File: src/rtl/can_timing_pkg.sv
// constants, register map and carrier types of the can fd bit timing block
package can_timing_pkg;

   localparam int ADDR_W = 4;
   localparam int DATA_W = 16;

   localparam logic [3:0] OFS_NOM_PRESC_SEG1 = 4'h0;
   localparam logic [3:0] OFS_NOM_SEG2_SJW   = 4'h1;
   localparam logic [3:0] OFS_DAT_PRESC_SEG1 = 4'h2;
   localparam logic [3:0] OFS_DAT_SEG2_SJW   = 4'h3;
   localparam logic [3:0] OFS_TDC_CONTROL    = 4'h4;
   localparam logic [3:0] OFS_TDC_OFFS_VALUE = 4'h5;
   localparam logic [3:0] OFS_TB_UPPER       = 4'h6;
   localparam logic [3:0] OFS_TB_LOWER       = 4'h7;
   localparam logic [3:0] OFS_TS_CONTROL     = 4'h8;
   localparam logic [3:0] OFS_TS_PRESCALE    = 4'h9;

   localparam logic [7:0] RST_NOM_PRESC = 8'h00;
   localparam logic [7:0] RST_NOM_SEG1  = 8'h3e;
   localparam logic [6:0] RST_NOM_SEG2  = 7'h0f;
   localparam logic [6:0] RST_NOM_SJW   = 7'h0f;
   localparam logic [7:0] RST_DAT_PRESC = 8'h00;
   localparam logic [4:0] RST_DAT_SEG1  = 5'h0e;
   localparam logic [3:0] RST_DAT_SEG2  = 4'h3;
   localparam logic [3:0] RST_DAT_SJW   = 4'h3;
   localparam logic [1:0] RST_TDC_MODE  = 2'h2;
   localparam logic [6:0] RST_TDC_OFFS  = 7'h10;
   localparam logic [5:0] RST_TDC_VALUE = 6'h00;

   localparam logic [2:0] CONFIG_MODE    = 3'h4;
   localparam logic [1:0] TDC_DISABLED   = 2'h0;
   localparam logic [1:0] TDC_MANUAL     = 2'h1;
   localparam logic [5:0] DELAY_COMP_VALUE_MAX       = 6'h3f;
   localparam logic [1:0] EDGE_FILTER_TQ = 2'h2;

   // field positions inside the 16-bit registers
   localparam int HI_LSB      = 8;
   localparam int TS_EN_BIT   = 0;
   localparam int FILT_EN_BIT = 9;
   localparam int ID12_EN_BIT = 8;

   typedef enum {SYNC_SEG, PHASE_SEG1, PHASE_SEG2} bit_phase_e;

   typedef struct packed {
      logic [7:0] presc;
      logic [7:0] seg1;
      logic [6:0] seg2;
      logic [6:0] resync_jump_width;
   } nominal_cfg_s;

   typedef struct packed {
      logic [7:0] presc;
      logic [4:0] seg1;
      logic [3:0] seg2;
      logic [3:0] resync_jump_width;
   } data_cfg_s;

   typedef struct packed {
      logic       edge_filt_en;
      logic       twelve_bit_id_en;
      logic [1:0] mode;
      logic [6:0] offset;
      logic [5:0] value;
   } tdc_cfg_s;

   typedef struct packed {
      logic        enable;
      logic [9:0]  prescale;
      logic [9:0]  presc_cnt;
      logic [31:0] count;
   } time_base_s;

   typedef struct packed {
      logic tq_tick;
      logic sample_point;
      logic bit_start;
   } bit_timing_out_s;

   typedef struct packed {
      nominal_cfg_s nom;
      data_cfg_s    dat;
      tdc_cfg_s     tdc;
      time_base_s   tb;
      logic         rx_prev;
      logic         tx_prev;
      logic [1:0]   filt_cnt;
      logic         rx_edge;
      logic         measuring;
      logic [5:0]   meas_cnt;
      logic [5:0]   measured;
      logic [15:0]  ssp_position;
      logic         ssp_enable;
      logic [15:0]  rdata;
      logic [11:0]  base_id;
   } core_state_s;

endpackage

File: src/rtl/can_bit_timing.sv
// bit timing registers, delay compensation and time base counter
//
// Chosen here: strobed register access and the register addresses.
`timescale 1ns/10ps
// What this block does
// - data quantum is prescaler+1 system clocks
// - data segment 2 field n gives n+1 quanta
// - timing writes accepted only in configuration mode
// - edge filter during integration when enabled
// - twelve-bit id uses rrs as lowest bit
// - mode 00 off, 01 manual, 1x automatic
// - automatic: measured delay plus segment 1 plus offset
// - manual: programmed value plus signed offset
// - offset is 7-bit signed system clock count
// - 6-bit value is the manual delay term
// - 32-bit counter advances once per prescale period
// - disabled counter stops and reads zero
// - counter writes load the addressed half and clear prescale count
// - unimplemented bits read zero, ignore writes
// - prescale n gives one step per n+1 clocks
// - nominal segment 1 field n gives n+1 quanta
module can_bit_timing
   import can_timing_pkg::*;
(
   input  wire logic              clk,
   input  wire logic              srst,
   input  wire logic              ce,
   input  wire logic [ADDR_W-1:0] addr,
   input  wire logic [DATA_W-1:0] wdata,
   input  wire logic              wr,
   input  wire logic              rd,
   output logic      [DATA_W-1:0] rdata,
   input  wire logic [2:0]        operating_mode_status,
   input  wire logic              nominal_run,
   input  wire logic              data_phase,
   input  wire logic              hard_sync,
   input  wire logic              bus_integrating,
   input  wire logic              can_tx,
   input  wire logic              can_rx,
   input  wire logic              fd_base_frame,
   input  wire logic [10:0]       base_id_in,
   input  wire logic              rrs_bit,
   output logic      [11:0]       base_id,
   output logic                   rx_edge,
   output bit_timing_out_s        nominal_timing,
   output bit_timing_out_s        data_timing,
   output logic      [15:0]       ssp_position,
   output logic                   ssp_enable,
   output logic                   time_base_enable,
   output logic      [31:0]       time_base_counter
);

   core_state_s st;
   core_state_s next_st;

   // register read image; every bit not listed stays zero
   function automatic logic [15:0] reg_read(input logic [3:0] a, input core_state_s s);
      logic [15:0] v;
      v = '0;
      case (a)
         OFS_NOM_PRESC_SEG1: v = {s.nom.presc, s.nom.seg1};
         OFS_NOM_SEG2_SJW:   v = {1'b0, s.nom.seg2, 1'b0, s.nom.resync_jump_width};
         OFS_DAT_PRESC_SEG1: v = {s.dat.presc, 3'h0, s.dat.seg1};
         OFS_DAT_SEG2_SJW:   v = {4'h0, s.dat.seg2, 4'h0, s.dat.resync_jump_width};
         OFS_TDC_CONTROL:
            v = {6'h00, s.tdc.edge_filt_en, s.tdc.twelve_bit_id_en, 6'h00, s.tdc.mode};
         OFS_TDC_OFFS_VALUE:
            v = {1'b0, s.tdc.offset, 2'h0, s.tdc.mode[1] ? s.measured : s.tdc.value};
         OFS_TB_UPPER:       v = s.tb.count[31:16];
         OFS_TB_LOWER:       v = s.tb.count[15:0];
         OFS_TS_CONTROL:     v = {15'h0000, s.tb.enable};
         OFS_TS_PRESCALE:    v = {6'h00, s.tb.prescale};
         default:            v = '0;
      endcase
      return v;
   endfunction

   function automatic logic hit(input logic [3:0] a, input logic [3:0] ofs);
      return a == ofs;
   endfunction

   logic               cfg_wr;
   logic               tb_wr;
   logic               rx_fall;
   logic               tx_fall;
   logic [13:0]        seg1_clks;
   logic signed [16:0] offs_ext;
   logic signed [16:0] ssp_sum;

   assign cfg_wr    = wr && (operating_mode_status == CONFIG_MODE);
   assign tb_wr     = wr && (hit(addr, OFS_TB_UPPER) || hit(addr, OFS_TB_LOWER));
   assign rx_fall   = st.rx_prev && !can_rx;
   assign tx_fall   = st.tx_prev && !can_tx;
   assign seg1_clks = (14'(st.dat.seg1) + 14'd1) * (14'(st.dat.presc) + 14'd1);
   assign offs_ext  = {{10{st.tdc.offset[6]}}, st.tdc.offset};

   always_comb
   begin
      next_st         = st;
      next_st.rdata   = '0;
      next_st.rx_prev = can_rx;
      next_st.tx_prev = can_tx;
      next_st.rx_edge = 1'b0;
      ssp_sum         = '0;

      if (rd)
         next_st.rdata = reg_read(addr, st);

      // bit timing and delay compensation configuration
      if (cfg_wr)
      begin
         case (addr)
            OFS_NOM_PRESC_SEG1:
            begin
               next_st.nom.presc = wdata[15:8];
               next_st.nom.seg1  = wdata[7:0];
            end
            OFS_NOM_SEG2_SJW:
            begin
               next_st.nom.seg2 = wdata[14:8];
               next_st.nom.resync_jump_width  = wdata[6:0];
            end
            OFS_DAT_PRESC_SEG1:
            begin
               next_st.dat.presc = wdata[15:8];
               next_st.dat.seg1  = wdata[4:0];
            end
            OFS_DAT_SEG2_SJW:
            begin
               next_st.dat.seg2 = wdata[11:8];
               next_st.dat.resync_jump_width  = wdata[3:0];
            end
            OFS_TDC_CONTROL:
            begin
               next_st.tdc.edge_filt_en     = wdata[FILT_EN_BIT];
               next_st.tdc.twelve_bit_id_en = wdata[ID12_EN_BIT];
               next_st.tdc.mode             = wdata[1:0];
            end
            OFS_TDC_OFFS_VALUE:
            begin
               next_st.tdc.offset = wdata[14:8];
               next_st.tdc.value  = wdata[5:0];
            end
            default:
               next_st.tdc = st.tdc;
         endcase
      end

      // falling edges on rx; filtered while integrating if enabled
      if (st.tdc.edge_filt_en && bus_integrating)
      begin
         if (can_rx)
            next_st.filt_cnt = '0;
         else if (nominal_timing.tq_tick && st.filt_cnt != EDGE_FILTER_TQ)
         begin
            next_st.filt_cnt = st.filt_cnt + 2'd1;
            next_st.rx_edge  = (st.filt_cnt + 2'd1 == EDGE_FILTER_TQ);
         end
      end
      else
      begin
         next_st.filt_cnt = '0;
         next_st.rx_edge  = rx_fall;
      end

      // loop delay: tx falling edge to rx falling edge in system clocks
      if (st.tdc.mode[1])
      begin
         if (st.measuring)
         begin
            if (rx_fall)
            begin
               next_st.measured  = st.meas_cnt;
               next_st.measuring = 1'b0;
            end
            else if (st.meas_cnt != DELAY_COMP_VALUE_MAX)
               next_st.meas_cnt = st.meas_cnt + 6'd1;
         end
         else if (tx_fall)
         begin
            next_st.measuring = 1'b1;
            next_st.meas_cnt  = '0;
         end
      end
      else
         next_st.measuring = 1'b0;

      // secondary sample point, clamped at zero
      if (st.tdc.mode[1])
         ssp_sum = 17'(st.measured) + 17'(seg1_clks) + offs_ext;
      else if (st.tdc.mode == TDC_MANUAL)
         ssp_sum = 17'(st.tdc.value) + offs_ext;
      next_st.ssp_enable   = (st.tdc.mode != TDC_DISABLED);
      next_st.ssp_position = ssp_sum[16] ? 16'h0000 : ssp_sum[15:0];

      // timestamp control and prescale
      if (wr && hit(addr, OFS_TS_CONTROL))
         next_st.tb.enable = wdata[TS_EN_BIT];
      if (wr && hit(addr, OFS_TS_PRESCALE))
         next_st.tb.prescale = wdata[9:0];

      // time base counter
      if (st.tb.enable)
      begin
         if (tb_wr)
         begin
            next_st.tb.presc_cnt = '0;
            if (hit(addr, OFS_TB_UPPER))
               next_st.tb.count[31:16] = wdata;
            else
               next_st.tb.count[15:0] = wdata;
         end
         else if (st.tb.presc_cnt == st.tb.prescale)
         begin
            next_st.tb.presc_cnt = '0;
            next_st.tb.count     = st.tb.count + 32'h0000_0001;
         end
         else
            next_st.tb.presc_cnt = st.tb.presc_cnt + 10'h001;
      end
      else
      begin
         // held at zero so it does not toggle
         next_st.tb.presc_cnt = '0;
         next_st.tb.count     = '0;
      end

      // base identifier assembly for fd base format frames
      if (st.tdc.twelve_bit_id_en && fd_base_frame)
         next_st.base_id = {base_id_in, rrs_bit};
      else
         next_st.base_id = {1'b0, base_id_in};
   end

   always_ff @(posedge clk)
   begin
      if (srst)
      begin
         st           <= '0;
         st.rx_prev   <= 1'b1;
         st.tx_prev   <= 1'b1;
         st.nom       <= '{RST_NOM_PRESC, RST_NOM_SEG1, RST_NOM_SEG2, RST_NOM_SJW};
         st.dat       <= '{RST_DAT_PRESC, RST_DAT_SEG1, RST_DAT_SEG2, RST_DAT_SJW};
         st.tdc.mode  <= RST_TDC_MODE;
         st.tdc.offset <= RST_TDC_OFFS;
         st.tdc.value <= RST_TDC_VALUE;
      end
      else if (ce)
         st <= next_st;
   end

   bit_time_gen #(
      .PRESC_W (8),
      .SEG1_W  (8),
      .SEG2_W  (7),
      .SJW_W   (7)
   ) nominal_gen (
      .clk       (clk),
      .srst      (srst),
      .ce        (ce),
      .run       (nominal_run && !data_phase),
      .hard_sync (hard_sync),
      .rx_edge   (st.rx_edge),
      .presc     (st.nom.presc),
      .seg1      (st.nom.seg1),
      .seg2      (st.nom.seg2),
      .resync_jump_width       (st.nom.resync_jump_width),
      .timing    (nominal_timing)
   );

   bit_time_gen #(
      .PRESC_W (8),
      .SEG1_W  (5),
      .SEG2_W  (4),
      .SJW_W   (4)
   ) data_gen (
      .clk       (clk),
      .srst      (srst),
      .ce        (ce),
      .run       (data_phase),
      .hard_sync (1'b0),
      .rx_edge   (st.rx_edge),
      .presc     (st.dat.presc),
      .seg1      (st.dat.seg1),
      .seg2      (st.dat.seg2),
      .resync_jump_width       (st.dat.resync_jump_width),
      .timing    (data_timing)
   );

   assign rdata             = st.rdata;
   assign base_id           = st.base_id;
   assign rx_edge           = st.rx_edge;
   assign ssp_position      = st.ssp_position;
   assign ssp_enable        = st.ssp_enable;
   assign time_base_enable  = st.tb.enable;
   assign time_base_counter = st.tb.count;

endmodule

File: src/rtl/bit_time_gen.sv
// quantum prescaler and bit segment sequencer for one phase
`timescale 1ns/10ps
module bit_time_gen
   import can_timing_pkg::*;
#(
   parameter int PRESC_W = 8,
   parameter int SEG1_W  = 8,
   parameter int SEG2_W  = 7,
   parameter int SJW_W   = 7
)
(
   input  wire logic               clk,
   input  wire logic               srst,
   input  wire logic               ce,
   input  wire logic               run,
   input  wire logic               hard_sync,
   input  wire logic               rx_edge,
   input  wire logic [PRESC_W-1:0] presc,
   input  wire logic [SEG1_W-1:0]  seg1,
   input  wire logic [SEG2_W-1:0]  seg2,
   input  wire logic [SJW_W-1:0]   resync_jump_width,
   output bit_timing_out_s         timing
);

   typedef struct packed {
      logic [PRESC_W-1:0] presc_cnt;
      bit_phase_e         phase;
      logic [8:0]         seg_cnt;
      logic [8:0]         lim;
      bit_timing_out_s    out;
   } gen_state_s;

   gen_state_s st;
   gen_state_s next_st;
   logic [8:0] jump;
   logic [8:0] err;

   assign jump = 9'(resync_jump_width) + 9'd1;
   assign err  = st.seg_cnt + 9'd1;

   always_comb
   begin
      next_st     = st;
      next_st.out = '0;
      if (!run)
      begin
         next_st.presc_cnt = '0;
         next_st.phase     = SYNC_SEG;
         next_st.seg_cnt   = '0;
      end
      else if (hard_sync)
      begin
         // the edge itself is the sync quantum
         next_st.presc_cnt     = '0;
         next_st.phase         = PHASE_SEG1;
         next_st.seg_cnt       = '0;
         next_st.lim           = 9'(seg1);
         next_st.out.bit_start = 1'b1;
      end
      else
      begin
         if (rx_edge && st.phase == PHASE_SEG1)
            next_st.lim = 9'(seg1) + ((err < jump) ? err : jump);
         else if (rx_edge && st.phase == PHASE_SEG2)
            next_st.lim = (st.lim < st.seg_cnt + jump) ? st.seg_cnt : st.lim - jump;
         if (st.presc_cnt == presc)
         begin
            next_st.presc_cnt   = '0;
            next_st.out.tq_tick = 1'b1;
            case (st.phase)
               SYNC_SEG:
               begin
                  next_st.phase   = PHASE_SEG1;
                  next_st.seg_cnt = '0;
                  next_st.lim     = 9'(seg1);
               end
               PHASE_SEG1:
               begin
                  if (st.seg_cnt >= next_st.lim)
                  begin
                     next_st.phase            = PHASE_SEG2;
                     next_st.seg_cnt          = '0;
                     next_st.lim              = 9'(seg2);
                     next_st.out.sample_point = 1'b1;
                  end
                  else
                     next_st.seg_cnt = st.seg_cnt + 9'd1;
               end
               PHASE_SEG2:
               begin
                  if (st.seg_cnt >= next_st.lim)
                  begin
                     next_st.phase         = SYNC_SEG;
                     next_st.seg_cnt       = '0;
                     next_st.out.bit_start = 1'b1;
                  end
                  else
                     next_st.seg_cnt = st.seg_cnt + 9'd1;
               end
               default:
                  next_st.phase = SYNC_SEG;
            endcase
         end
         else
            next_st.presc_cnt = st.presc_cnt + PRESC_W'(1);
      end
   end

   always_ff @(posedge clk)
   begin
      if (srst)
      begin
         st       <= '0;
         st.phase <= SYNC_SEG;
      end
      else if (ce)
         st <= next_st;
   end

   assign timing = st.out;

endmodule

File: config.mk
export PLATFORM = sky130hd
export DESIGN_NAME = can_bit_timing
export DESIGN_NICKNAME = d
export VERILOG_FILES = /design/src/rtl/can_timing_pkg.sv /design/src/rtl/can_bit_timing.sv /design/src/rtl/bit_time_gen.sv
export SDC_FILE = /design/constraint.sdc
export NUM_CORES = 1
export LEC_CHECK = 0
export BUFFER_PORTS_ARGS = -buffer_cell sky130_fd_sc_hd__buf_2
export CAP_MARGIN = 30
export CORE_MARGIN = 1.5
export CORE_UTILIZATION = 62
export CTS_CLUSTER_DIAMETER = 80
export CTS_CLUSTER_SIZE = 14
export DETAILED_ROUTE_END_ITERATION = 16
export GPL_TIMING_DRIVEN = 0
export PLACE_DENSITY_LB_ADDON = 0.15
export SLEW_MARGIN = 40
export SYNTH_ARGS = -nofsm -noshare
export SYNTH_HDL_FRONTEND = slang
export SYNTH_SLANG_ARGS = --single-unit
File: constraint.sdc
create_clock -name clk -period 8.1 [get_ports clk]
set_clock_uncertainty 0.2 [all_clocks]
set_input_delay 0 -clock clk [delete_from_list [all_inputs] [get_ports clk]]
set_output_delay 0 -clock clk [all_outputs]
set_load 0.05 [all_outputs]
== Yosys cells after proc, flatten, opt, wreduce, memory -nomap -nowiden ==
Cells that the tools add are included.
Storage, ports and cells
  memories kept: 0
  bits in read-only memories: 0
  output and inout port bits: 85
  bits of input ports: 47
  flip-flop bits (word level): 306
  latch bits: 0
  memory bits (writable): 0
Operators by class
  $add $sub $neg: 21
  mux-type cells: 65
  $lt $le $gt $ge: 6
  bitwise gates (word level): 0
  equal/unequal tests: 39
  reduce and logical (&&, ||, !) cells: 44
  $mul: 1
  shift operators: 0
  div/mod/pow operators: 0
Operator list (count)
  one-hot mux 32 bit (3 select lines): 2
  2-to-1 mux 32 bit: 5
  one-hot mux 16 bit (10 select lines): 1
  2-to-1 mux 9 bit: 15
  == test 32 x 2 -> 1 bit (second input constant): 4
  2-to-1 mux 53 bit: 2
  2-to-1 mux 49 bit: 2
  2-to-1 mux 42 bit: 2
  one-hot mux 9 bit (2 select lines): 4
  == test 32 x 1 -> 1 bit (second input constant): 2
  == test 32 x 3 -> 1 bit (second input constant): 2
  zero test 32 bit: 2
  2-to-1 mux 16 bit: 4
  2-to-1 mux 58 bit: 1
  < comparator 9 bit: 4
  2-to-1 mux 17 bit: 2
  adder 32 x 1 -> 32 bit (second input constant): 1
  AND reduction 3 bit: 10
  adder 9 x 1 -> 9 bit (second input constant): 2
  adder 9 bit: 2
  greater-or-equal comparator 9 bit: 2
  2-to-1 mux 6 bit: 3
  adder 16 x 7 -> 17 bit: 1
  adder 8 x 1 -> 8 bit (second input constant): 2
  46 further kinds: 99

== Depth between registers and ports, before layout ==
  word-level depth: 14
  mapped depth: 29

== By module ==
Synthesis repeated with hierarchy kept, for this count alone.
Second synthesis, totals
  cell total of the unflattened synthesis: 2493
  area total of the unflattened synthesis: 19600.0 um^2
By module, submodules not included
  can_bit_timing: times used 1, sequential area each 3683.5 um^2, area each 12425.7 um^2, cells an instance 1585
  bit_time_gen (nominal_gen): times used 1, sequential area each 620.6 um^2, area each 3781.1 um^2, cells an instance 482
  bit_time_gen (data_gen): times used 1, sequential area each 620.6 um^2, area each 3393.3 um^2, cells an instance 426

== Least setup slack after synthesis ==
Ideal clock, no wire load.
  kind: reg2reg
  start point: register st[146] (netlist name)
  end point: register st (netlist bit ssp_position[6])
  library setup time: 59 ps
  required time: 7841 ps
  path slack: 1432 ps
  cell stages (with the launch flop): 28
  data arrival time: 6409 ps
  path through: dfxtp_1 -> clkbuf_1 -> nand2_1 -> nor2_1 -> nand3_1 -> xor2_1 -> nor2_1 -> fa_1 -> fa_1 -> inv_1 -> fa_1 -> inv_1 -> ha_1 -> or3_1 -> o221ai_1 -> nor2b_1 -> xor2_1 -> or3_1 -> or2_2 -> xor2_1 -> ha_1 -> o21a_1 -> nor2_1 -> a311oi_1 -> or3_1 -> a21oi_2 -> o21a_1 -> a22o_1
On the way
  longest elaborated chain between the ends: 6
RTL lines
  from (decl): line can_bit_timing.sv:53  | core_state_s st;
  from (signal assigned): line can_bit_timing.sv:249  | st <= next_st;
  adder 8 x 1 -> 9 bit: line can_bit_timing.sv:94  | assign seg1_clks = (14'(st.dat.seg1) + 14'd1) * (14'(st.dat.presc) + 14'd1);
  multiplier 6 x 9 -> 14 bit: line can_bit_timing.sv:94
  adder 6 x 14 -> 15 bit: line can_bit_timing.sv:190  | ssp_sum = 17'(st.measured) + 17'(seg1_clks) + offs_ext;
  adder 16 x 7 -> 17 bit: line can_bit_timing.sv:190
  2-to-1 mux 17 bit: line can_bit_timing.sv:189  | if (st.tdc.mode[1])
  2-to-1 mux 16 bit: line can_bit_timing.sv:194  | next_st.ssp_position = ssp_sum[16] ? 16'h0000 : ssp_sum[15:0];
No other way between the ends.
A chain may end at the register's enable or synchronous reset.

== Worst setup path in the final report ==
  start point: register st[143] (netlist name)
  end point: register st (netlist bit ssp_position[0])
On the way
  longest elaborated chain between the ends: 6
RTL lines (line)
  adder 5 x 1 -> 6 bit: can_bit_timing.sv:94
  multiplier 6 x 9 -> 14 bit: can_bit_timing.sv:94
  adder 6 x 14 -> 15 bit: can_bit_timing.sv:190
  adder 16 x 7 -> 17 bit: can_bit_timing.sv:190
  2-to-1 mux 17 bit: can_bit_timing.sv:189
  2-to-1 mux 16 bit: can_bit_timing.sv:194
No other way between the ends.

==> impl_metrics.env <==
export IMPL_synth_top_area_cell="dfxtp_1"
export IMPL_hp_start="srst"
export IMPL_grt_antenna_before_repair=0
export IMPL_layout_drive_gt1_share=0.116
export IMPL_n_antenna_cell=0
export IMPL_irDropWorstVdd_v=0.000139
export IMPL_multi_input_area_mm2=0.0124
export IMPL_post_cts_buffers=0
export IMPL_fillers=2474
export IMPL_ys_seq_area_frac=0.263
export IMPL_grt_ovfl_total=0
export IMPL_post_drt_wl_per_cell_um=21.3
export IMPL_internal_power_mw=1.84
export IMPL_grt_start_max_net_pins=18
export IMPL_cts_clk_slew_worst_paths_ps=70
export IMPL_r2r_worst_path_cells=24
export IMPL_cts_path_max_buffers=3
export IMPL_power_density_mw_per_mm2=121
export IMPL_crit_arrival_ps=7840
export IMPL_most_common_layout_cells="nand2_1 (306), nor2_1 (251), dfxtp_1 (246), a21oi_1 (228), ha_1 (155)"
export IMPL_grt_pass1_wl_um=99500
export IMPL_finalCriticalPeriod_ps=7590
export IMPL_period_share=0.937
export IMPL_holdPathEnd="nominal_gen.st[8]"
export IMPL_drt_iter0_markers=2312
export IMPL_syn_to_final_growth_pct=13.0
export IMPL_insertion_delay_ps=520
export IMPL_setup_viol=0
export IMPL_start_kind="flip-flop"
export IMPL_fin_nets=2878
export IMPL_rows=63
export IMPL_rsz0062_at_grt="false"
export IMPL_gp_congestion=1.04
export IMPL_tightest_slew_ps=947
export IMPL_maxCapViolCount=0
export IMPL_post_drt_via_cell_ratio=6.45
export IMPL_maxSlewViolCount=0
export IMPL_die_area_mm2=0.0313
export IMPL_initial_core_util=0.630
export IMPL_chipHeight_um=177
export IMPL_r2r_start="st[143]"
export IMPL_synth_area_leaders="dfxtp_1 (26%), ha_1 (10%), nand2_1 (6.1%)"
export IMPL_globalRouteTotalUtil=0.405
export IMPL_p_sw_uw=715
export IMPL_synth_edff_count=0
export IMPL_regArea_mm2=0.00492
export IMPL_syn_avg_cell_area_um2=7.74
export IMPL_setup_tns_ps=0
export IMPL_maxSlewHeadroom=0.369
export IMPL_swShare=0.280
export IMPL_leakagePower_nw=9.36
export IMPL_drc=0
export IMPL_yosysTopAreaCellShare=0.263
export IMPL_status="completed"
export IMPL_crit_fanout=9
export IMPL_cts_sinks=246
export IMPL_die_w_um=177
export IMPL_postSynth_asyncResetShare=0
export IMPL_netlist_area_mm2=0.0187
export IMPL_synth_ff_type="dfxtp_1"
export IMPL_ys_warn_count=0
export IMPL_finalHoldViolations=0
export IMPL_htreeDepth=1
export IMPL_combinationalPowerShare=0.142
export IMPL_root_buffer="clkbuf_16"
export IMPL_numCtsBuffers=21
export IMPL_io_buffers=124
export IMPL_finalPower_mw=2.56
export IMPL_hp_class="in2reg"
export IMPL_ant_nets=0
export IMPL_seqPwrFrac=0.486
export IMPL_cts_tree="built"
export IMPL_r2r_end="ssp_position[0]"
export IMPL_ys_ff_latch=246
export IMPL_endpoint_kind="flip-flop"
export IMPL_grt_pass1_vias=18261
export IMPL_reg2reg_slack_ps=510
export IMPL_dr_pass1_iters=6
export IMPL_hpwlAfterDp_um=47300
export IMPL_clock_power_share=0.372
export IMPL_cp_required_ps=8350
export IMPL_synth_cells=2421
export IMPL_layout_commonest_cell="nand2_1"
export IMPL_fmax_mhz=132
export IMPL_pin_count=132
export IMPL_synth_nets=2660
export IMPL_worstSetupPathType="reg2reg"
export IMPL_min_path_cells=3
export IMPL_route_vias_total=19530
export IMPL_routed_wirelength_um=64600
export IMPL_ys_types=76
export IMPL_core_mm2=0.0297
[per-stage QoR]
| stage | hold slack (ps) | worst slack (ps) | cells | cell area (um2) | utilization |
|---|---|---|---|---|---|
| 2_1_floorplan | -76.0 | 1430 | 2421 | 18700 | - |
| 3_3_place_gp | 74.3 | 631 | 2935 | 19800 | 0.668 |
| 3_5_place_dp | 74.8 | 489 | 2936 | 19900 | 0.669 |
| 4_1_cts | 44.2 | 430 | 3029 | 21100 | 0.711 |
| 5_1_grt | 107 | 60.4 | 3030 | 21200 | 0.713 |
| 6_report | 71.4 | 510 | 3030 | 21200 | 0.713 |
[critical path, stage by stage (launching register included)]
cell and delay (ps):
dfxtp_1 580, and3_1 260, nand3_1 310, or2_2 420
fa_1 510, fa_1 550, fa_1 550, inv_1 50
ha_1 330, o21ai_0 330, o21bai_1 100, a21oi_1 200
xnor2_1 220, nand2_1 130, or3_1 340, or2_2 310
xor2_1 160, ha_1 340, o21a_1 190, nor2_1 120
a311oi_1 80, or3_1 370, a21oi_2 380, o21a_1 340
a22o_1 180
[how the worst max path moves through the flow]
stage                           end  startpoint  slack, ps  cells past startpoint
finish              ssp_position[0]     st[143]        510                     24
floorplan           ssp_position[6]     st[146]       1430                     27
detailed placement  ssp_position[1]     st[146]        490                     27
CTS                 ssp_position[1]     st[146]        430                     27
global placement    ssp_position[2]     st[146]        630                     27
global route        ssp_position[1]     st[148]         60                     27
[area by class of cell]
class | count | share of cell area
inverters | 104 | 0.0184
multi-input cells | 1871 | 0.586
well taps | 390 | 0.0230
clock buffers | 23 | 0.0252
clock inverters | 1 | 0.00142
flip-flops and latches | 246 | 0.233
repair buffers | 195 | 0.0627
plain buffers | 200 | 0.0511
[cell usage after synthesis, types with 21 or more instances]
library cell and n:
clkbuf_1 101, fa_1 37, inv_1 103, o21ai_0 113, dfxtp_1 246, nor2_1 252, a21oi_1 228, nand4_1 22
nor2b_1 24, a21o_1 34, ha_1 155, nand3_1 97, nand2_1 306, mux2i_1 37, o21a_1 23, and3_1 22
nor3_1 30, xnor2_1 64, xor2_1 78, buf_4 83, a31oi_1 21, a221oi_1 24
[registers in the layout, indices dropped and copies added (netlist names)]
| signal | flops |
|---|---|
| nominal_gen.timing | 3 |
| rdata | 16 |
| st | 98 |
| time_base_counter | 32 |
| data_gen.st | 28 |
| data_gen.timing | 3 |
| offs_ext | 7 |
| ssp_enable | 1 |
| base_id | 12 |
| nominal_gen.st | 28 |
| ssp_position | 16 |
| rx_edge | 1 |
| time_base_enable | 1 |
[routing by layer]
metal / global-route usage / vias up / part of all wire
li1: - / 8882 / -
met1: 0.522 / 9163 / 0.40
met2: 0.628 / 1182 / 0.43
met3: 0.0816 / 303 / 0.11
met4: 0.239 / 0 / 0.066
met5: 0 / - / 0
[repair_timing]
action,4_1_cts,5_1_grt
setup endpoints to repair,0,10
resized for setup,0,4
hold buffers,69,0
endpoints found under the hold margin,133,0
[power groups by stage]
stage / sequential [mW] / combinational [mW] / clock [mW]
detailed placement: 1.27 / 0.320 / 0
global route: 1.24 / 0.383 / 1.00
floorplan: 1.26 / 0.211 / 0
global placement: 1.27 / 0.313 / 0
CTS: 1.24 / 0.346 / 0.950
finish: 1.24 / 0.364 / 0.952
[cells by family (layout without fill, tap and decap cells)]
| family | count (synthesis) | after routing | synth area share |
|---|---|---|---|
| muxes | 47 | 47 | 0.0258 |
| adders and majority gates | 192 | 192 | 0.143 |
| AOI/OAI and AO/OA | 619 | 619 | 0.210 |
| DFF | 246 | 246 | 0.263 |
| xor gates and xnor gates | 142 | 142 | 0.0664 |
| and+or+nand+nor | 871 | 871 | 0.214 |
| buffers and inverters | 304 | 523 | 0.0780 |
(Power assumes the default switching activity.)
